==> config.mk <==
export PLATFORM = sky130hd
export DESIGN_NAME = scb_config_bank
export DESIGN_NICKNAME = d
export VERILOG_FILES = /design/src/logic/scb_pkg.sv /design/src/logic/scb_setup_if.sv /design/src/logic/scb_setup_decode.sv /design/src/logic/scb_config_bank.sv
export SDC_FILE = /design/constraint.sdc
export NUM_CORES = 1
export LEC_CHECK = 0
export BUFFER_PORTS_ARGS = -buffer_cell sky130_fd_sc_hd__buf_2
export CORE_MARGIN = 5
export CORE_UTILIZATION = 66
export DETAILED_ROUTE_END_ITERATION = 10
export GPL_TIMING_DRIVEN = 1
export PLACE_DENSITY = 0.86
export SKIP_LAST_GASP = 1
export SYNTH_ARGS = -nofsm -noshare
export SYNTH_HDL_FRONTEND = slang
export SYNTH_SLANG_ARGS = --single-unit
export TNS_END_PERCENT = 30
==> constraint.sdc <==
create_clock -name clk -period 7.03 [get_ports clk]
set_input_delay 0.703 -clock clk [delete_from_list [all_inputs] [get_ports clk]]
set_output_delay 0.703 -clock clk [all_outputs]
set_load 0.02 [all_outputs]
==> src/logic/scb_pkg.sv <==
// package for the setup configuration bank: register map, field layout, reset values
// assumes a simple word-addressed register port supplied by the serial front end
package scb_pkg;
	// ------------------------------------------------------------
	// register map
	// ------------------------------------------------------------
	localparam int          SCB_NUM_SETUPS     = 8;
	localparam logic [7:0]  SCB_ADDR_REF_GAIN  = 8'h19;
	localparam logic [7:0]  SCB_ADDR_FILTER    = 8'h21;
	localparam logic [7:0]  SCB_ADDR_ZERO_CORR = 8'h29;
	localparam logic [15:0] SCB_REF_GAIN_RST   = 16'h0000;
	localparam logic [23:0] SCB_FILTER_RST     = 24'h002030;
	localparam logic [15:0] SCB_ZERO_CORR_RST  = 16'h8000;
	// ------------------------------------------------------------
	// field layout
	// ------------------------------------------------------------
	localparam int          SCB_BYPASS_BIT     = 0;
	localparam int          SCB_GAIN_LSB       = 1;
	localparam int          SCB_REFSEL_LSB     = 4;
	localparam int          SCB_NEGBUF_BIT     = 6;
	localparam int          SCB_FTYPE_LSB      = 12;
	localparam int          SCB_RATE_LSB       = 0;
	localparam logic [23:0] SCB_FILTER_WMASK   = 24'h00f7ff;
	localparam logic [15:0] SCB_REF_GAIN_WMASK = 16'h007f;
	localparam logic [3:0]  SCB_FTYPE_LAST     = 4'h8;
	localparam logic [10:0] SCB_RATE_MIN       = 11'h001;
	// ------------------------------------------------------------
	// encodings
	// ------------------------------------------------------------
	typedef enum logic [1:0] {
		SCB_REF_EXT_ONE  = 2'h0,
		SCB_REF_EXT_TWO  = 2'h1,
		SCB_REF_INTERNAL = 2'h2,
		SCB_REF_SUPPLY   = 2'h3
	} scb_ref_e;
	typedef enum logic [3:0] {
		SCB_FLT_SINC4      = 4'h0,
		SCB_FLT_SINC4_AVG  = 4'h1,
		SCB_FLT_SINC3      = 4'h2,
		SCB_FLT_SINC3_REJ  = 4'h3,
		SCB_FLT_SINC3_AVG  = 4'h4,
		SCB_FLT_POST1      = 4'h5,
		SCB_FLT_POST2      = 4'h6,
		SCB_FLT_POST3      = 4'h7,
		SCB_FLT_POST4      = 4'h8
	} scb_flt_e;
endpackage

==> src/logic/scb_setup_if.sv <==
// bundle carrying the decoded setup selected by the active channel
// assumes one clock domain; the bank drives the raw words, the decoder reads them and drives the decoded controls
`timescale 1ns/100ps
interface scb_setup_if;
	logic [15:0] refGain;
	logic [23:0] filter;
	logic [1:0]  refSel;
	logic        negBufOn;
	logic [7:0]  gainFactor;
	logic [3:0]  filterType;
	logic        sixtyHzNotch;
	logic        postFilter;
	logic        typeValid;
	logic [10:0] rateWord;
	modport bank (output refGain, output filter, input refSel, input negBufOn,
		input gainFactor, input filterType, input sixtyHzNotch, input postFilter,
		input typeValid, input rateWord);
	modport dec (input refGain, input filter, output refSel, output negBufOn,
		output gainFactor, output filterType, output sixtyHzNotch, output postFilter,
		output typeValid, output rateWord);
endinterface

==> src/logic/scb_setup_decode.sv <==
// decodes one raw setup (reference/gain word and filter word) into controls
// assumes the words are already register outputs on the same clock
`timescale 1ns/100ps
module scb_setup_decode
	import scb_pkg::*;
(
	scb_setup_if.dec sIf
);
	// ------------------------------------------------------------
	// decode
	// ------------------------------------------------------------
	// all outputs follow register words directly, no extra latency
	always_comb begin
		sIf.refSel       = sIf.refGain[SCB_REFSEL_LSB +: 2];
		sIf.negBufOn     = sIf.refGain[SCB_NEGBUF_BIT];
		// bypass forces unity gain whatever the gain code says
		if (sIf.refGain[SCB_BYPASS_BIT]) begin
			sIf.gainFactor = 8'h01;
		end else begin
			sIf.gainFactor = 8'h01 << sIf.refGain[SCB_GAIN_LSB +: 3];
		end
		sIf.filterType   = sIf.filter[SCB_FTYPE_LSB +: 4];
		sIf.sixtyHzNotch = (sIf.filterType == SCB_FLT_SINC3_REJ);
		sIf.postFilter   = (sIf.filterType >= SCB_FLT_POST1) &&
			(sIf.filterType <= SCB_FTYPE_LAST);
		sIf.typeValid    = (sIf.filterType <= SCB_FTYPE_LAST);
		// a zero rate word runs as one
		if (sIf.filter[SCB_RATE_LSB +: 11] == 11'h000) begin
			sIf.rateWord = SCB_RATE_MIN;
		end else begin
			sIf.rateWord = sIf.filter[SCB_RATE_LSB +: 11];
		end
	end
endmodule // scb_setup_decode

==> src/logic/scb_config_bank.sv <==
// eight-copy setup configuration bank with calibration write-back
// assumes a single-cycle register port driven by the serial front end on clk
`timescale 1ns/100ps
module scb_config_bank
	import scb_pkg::*;
#(
	parameter int NSETUP = SCB_NUM_SETUPS
)(
	input  wire logic        clk,
	input  wire logic        rst,
	input  wire logic [7:0]  regAddr,
	input  wire logic        regWr,
	input  wire logic        regRd,
	input  wire logic [23:0] regWdata,
	output logic [23:0]      regRdata,
	output logic             regHit,
	input  wire logic [2:0]  activeSetup,
	input  wire logic        calDone,
	input  wire logic [15:0] calResult,
	output logic [1:0]       refSel,
	output logic             negBufOn,
	output logic [7:0]       gainFactor,
	output logic [3:0]       filterType,
	output logic             sixtyHzNotch,
	output logic             postFilter,
	output logic             typeValid,
	output logic [10:0]      rateWord,
	output logic [15:0]      zeroCorr
);
	// ------------------------------------------------------------
	// storage
	// ------------------------------------------------------------
	logic [15:0] refGain_r  [NSETUP];
	logic [15:0] refGain_nxt[NSETUP];
	logic [23:0] filter_r   [NSETUP];
	logic [23:0] filter_nxt [NSETUP];
	logic [15:0] zero_r     [NSETUP];
	logic [15:0] zero_nxt   [NSETUP];
	logic [23:0] rdata_r;
	logic [23:0] rdata_nxt;
	logic        hit_r;
	logic        hit_nxt;

	// returns 1 when addr falls within base..base+NSETUP-1
	function automatic logic inBank(input logic [7:0] addr, input logic [7:0] base);
		inBank = (addr >= base) && (addr < base + 8'(NSETUP));
	endfunction

	// index of a register inside its bank
	function automatic logic [2:0] bankIdx(input logic [7:0] addr, input logic [7:0] base);
		logic [7:0] d;
		d = addr - base;
		bankIdx = d[2:0];
	endfunction

	// ------------------------------------------------------------
	// write path and calibration write-back
	// ------------------------------------------------------------
	// calibration wins over a host write to the same word in the same cycle,
	// since the host is told not to touch it during calibration anyway
	always_comb begin
		for (int i = 0; i < NSETUP; i++) begin
			refGain_nxt[i] = refGain_r[i];
			filter_nxt[i]  = filter_r[i];
			zero_nxt[i]    = zero_r[i];
		end
		if (regWr && inBank(regAddr, SCB_ADDR_REF_GAIN)) begin
			refGain_nxt[bankIdx(regAddr, SCB_ADDR_REF_GAIN)] =
				regWdata[15:0] & SCB_REF_GAIN_WMASK;
		end
		if (regWr && inBank(regAddr, SCB_ADDR_FILTER)) begin
			filter_nxt[bankIdx(regAddr, SCB_ADDR_FILTER)] =
				regWdata & SCB_FILTER_WMASK;
		end
		if (regWr && inBank(regAddr, SCB_ADDR_ZERO_CORR)) begin
			zero_nxt[bankIdx(regAddr, SCB_ADDR_ZERO_CORR)] = regWdata[15:0];
		end
		// single active channel makes activeSetup unambiguous
		if (calDone) begin
			zero_nxt[activeSetup] = calResult;
		end
	end

	always_ff @(posedge clk) begin
		for (int i = 0; i < NSETUP; i++) begin
			if (rst) begin
				refGain_r[i] <= SCB_REF_GAIN_RST;
				filter_r[i]  <= SCB_FILTER_RST;
				zero_r[i]    <= SCB_ZERO_CORR_RST;
			end else begin
				refGain_r[i] <= refGain_nxt[i];
				filter_r[i]  <= filter_nxt[i];
				zero_r[i]    <= zero_nxt[i];
			end
		end
	end

	// ------------------------------------------------------------
	// read path
	// ------------------------------------------------------------
	// data appears one cycle after regRd; unmapped addresses read zero, hit low
	always_comb begin
		rdata_nxt = rdata_r;
		hit_nxt   = 1'b0;
		if (regRd) begin
			rdata_nxt = 24'h000000;
			if (inBank(regAddr, SCB_ADDR_REF_GAIN)) begin
				rdata_nxt = {8'h00, refGain_r[bankIdx(regAddr, SCB_ADDR_REF_GAIN)]};
				hit_nxt   = 1'b1;
			end else if (inBank(regAddr, SCB_ADDR_FILTER)) begin
				rdata_nxt = filter_r[bankIdx(regAddr, SCB_ADDR_FILTER)];
				hit_nxt   = 1'b1;
			end else if (inBank(regAddr, SCB_ADDR_ZERO_CORR)) begin
				rdata_nxt = {8'h00, zero_r[bankIdx(regAddr, SCB_ADDR_ZERO_CORR)]};
				hit_nxt   = 1'b1;
			end
		end
	end

	always_ff @(posedge clk) begin
		if (rst) begin
			rdata_r <= 24'h000000;
			hit_r   <= 1'b0;
		end else begin
			rdata_r <= rdata_nxt;
			hit_r   <= hit_nxt;
		end
	end

	assign regRdata = rdata_r;
	assign regHit   = hit_r;

	// ------------------------------------------------------------
	// active setup decode
	// ------------------------------------------------------------
	scb_setup_if sIf ();

	// raw words of the setup the active channel points at
	assign sIf.refGain = refGain_r[activeSetup];
	assign sIf.filter  = filter_r[activeSetup];

	scb_setup_decode u_dec (
		.sIf (sIf.dec)
	);

	assign refSel       = sIf.refSel;
	assign negBufOn     = sIf.negBufOn;
	assign gainFactor   = sIf.gainFactor;
	assign filterType   = sIf.filterType;
	assign sixtyHzNotch = sIf.sixtyHzNotch;
	assign postFilter   = sIf.postFilter;
	assign typeValid    = sIf.typeValid;
	assign rateWord     = sIf.rateWord;
	assign zeroCorr     = zero_r[activeSetup];
endmodule // scb_config_bank

==> impl_metrics.tcl <==
set metrics [dict create \
    status "completed" \
    slew_viol_final 0 \
    holdBufCountCts 0 \
    die_area_sq_mm 0.03085 \
    finalNonFillerCells 2439 \
    p_switching_mw 1.171 \
    power_density_mw_per_mm2 224.9 \
    top_usage_layer "met2" \
    comb_power_share_pct 11.2 \
    setup_viol 0 \
    layout_commonest_cell "nand2_1" \
    vias 17490 \
    numCtsBuffers 36 \
    p_sw_share_pct 26.47 \
    design_area_sq_mm 0.01968 \
    slew_headroom_pct 15.66 \
    syn2layout_area_growth_pct 8.650 \
    htree_levels 2 \
    use_met2_pct 58.00 \
    ctsResizeCount 0 \
    cts.sinks 321 \
    drtPass1Iterations 7 \
    rsz0062_at_grt "no" \
    hpwl_mm 37.84 \
    arrival_ns 4.10 \
    grt-ovfl-total 0 \
    clockPowerShare_pct 46.4 \
    post_cts_buffers 0 \
    final_nets 2128 \
    routed_wl_mm 62.39 \
    clock_latency_ns 0.54 \
    synth.distinct_cells 69 \
    drive_gt1_share_pct 16.84 \
    port_buffers 109 \
    cp_max_fo 27 \
    dieWidth_microns 175.6 \
    first_global_vias 16820 \
    antenna_left 0 \
    dp.cells 2373 \
    hp-class "flop to flop" \
    grt_max_degree 187 \
    fin_crit_ns 4.800 \
    irDropWorstVdd_uv 188.0 \
    path_class "input pin to output port" \
    yosysWarningCount 0 \
    drt-wirelength-per-cell_microns 25.58 \
    fp.coreArea_sq_mm 0.02695 \
    worstMarginPinSlew_ns 1.262 \
    yosysSeqAreaShare_pct 35.49 \
    initial_utilization_pct 67.19 \
    p_int_mw 3.253 \
    end_kind "output port" \
    root_buffer "clkbuf_16" \
    use_met1_pct 49.70 \
    use_met3_pct 10.57 \
    max_freq_ghz 0.2083 \
    max-clock-path-buffers 3 \
    fin_setup_tns_ns 0 \
    grt_usage_pct 38.53 \
    n_fill_cell 1886 \
    utilization_pct 73.00 \
    synth_edf_count 0 \
    grt_pass1_wl_mm 94.43 \
    synth_seq_cells 321 \
    layout_common_cells "nand2_1, dfxtp_1, mux2i_1" \
    viasPerCell 7.172 \
    finalHoldViolCount 0 \
    p_leak_nw 6.995 \
    syn_area_sq_mm 0.01811 \
    cp.required_ns 6.33 \
    fin_crit_sh_pct 68.27 \
    drc 0 \
    clkTransAtPathRegs_ns 0.06 \
    cts_tree "done" \
    seq_power_share_pct 42.3 \
    ys.flop_type "dfxtp_1" \
    rows 60 \
    antenna_found_initial 6 \
    first_iter_violations 2986 \
    avgSynthCellArea_sq_um 8.631 \
    maxCapViolCount 0 \
    placed_cell_area_sq_mm 0.01840 \
    async_flop_share_pct 0 \
    pin_count 126 \
    startpoint_type "input pin" \
    skew_ns 0.01452 \
    netlist_instances 2098 \
    gp_congestion 0.9331 \
    die_y_microns 175.6 \
]
## cells by family after synthesis
family	count (synthesis)	share of synthesized area, %
buffers and inverters	223	5.811
other	1	0.02071
XOR/XNOR	2	0.09675
flip-flops	321	35.49
AO/OA/AOI/OAI	434	16.00
adder cells (fa/ha/maj)	2	0.1382
multiplexers	356	24.27
AND/OR/NAND/NOR	759	18.19
## metal layers
layer	wire length, microns	vias to the layer above
li1	-	7431
met1	22250	8154
met2	26490	1501
met3	9154	399
met4	4463	8
met5	35	-
## synth_stat cells (8+ instances only)
cell type	instances	share of area [%]
nand3b_1	13	0.54
inv_1	8	0.17
buf_1	24	0.50
a32oi_1	10	0.48
nand3_1	27	0.75
nor2b_1	9	0.31
a31oi_1	13	0.45
mux2i_1	241	13
mux2_2	54	3.4
nand2_1	380	7.9
a21oi_1	148	4.1
nand2b_1	11	0.38
nor2_2	9	0.31
nor2_1	240	5.0
o221ai_1	30	1.5
dfxtp_1	321	35
o22ai_1	19	0.66
o21ai_0	30	0.83
a211oi_1	123	5.1
a221oi_1	10	0.48
nor3_1	32	0.88
buf_4	16	0.66
clkbuf_1	111	2.3
mux4_2	61	7.6
buf_2	49	1.4
a22oi_1	22	0.91
buf_6	11	0.68
## state kept, by name, indices dropped and copies added (netlist names)
signal / count
regHit: 1
zero_r: 128
filter_r: 120
refGain_r: 56
regRdata: 16
## critical path, cell delays in order
cell	delay, ns
buf_2	0.68
clkinv_1	1.01
buf_4	0.56
nand2_1	0.10
nand2_1	0.10
or3_1	0.42
nor3_1	0.20
o32a_2	0.16
buf_2	0.15
## through the flow
step                hold WS [ns]  setup WS, ns  total power, mW
floorplan                 0.4427         3.531            2.238
global placement          0.4494         2.494            2.372
detailed placement        0.4576         2.447            2.382
CTS                       0.4653         2.440            4.383
global route              0.4836         2.238            4.508
finish                    0.4666         2.230            4.424
## area by class of cell
class / instances / area, sq um / share of cell area (%)
clock inverter: 15 / 231.5 / 1.176
inverter: 11 / 41.29 / 0.2099
tap: 341 / 426.7 / 2.169
clock buffer: 49 / 1041 / 5.291
antenna: 2 / 5.005 / 0.02544
sequential: 321 / 6426 / 32.66
multi-input combinational: 1561 / 10700 / 54.40
timing repair buffer: 139 / 799.5 / 4.064
## power by group through the flow
stage / clock network [mW] / logic, mW / registers, mW
final: 2.05 / 0.498 / 1.87
after global routing: 2.12 / 0.512 / 1.87
after CTS: 2.04 / 0.474 / 1.87
after detailed placement: 0 / 0.472 / 1.91
after global placement: 0 / 0.463 / 1.91
after floorplan: 0 / 0.333 / 1.91
## final timing paths
check	from	endpoint	slack, ns	cells after the start
worst min register to register	filter_r[6][12]	filter_r[6][12]	0.47	2
worst min-delay path	filter_r[6][12]	filter_r[6][12]	0.47	2
worst max-delay path	activeSetup[1]	rateWord[0]	2.23	9
worst max register to register	filter_r[4][2]	regRdata[2]	5.10	5
Note: power is estimated with default switching activity, not from simulation.
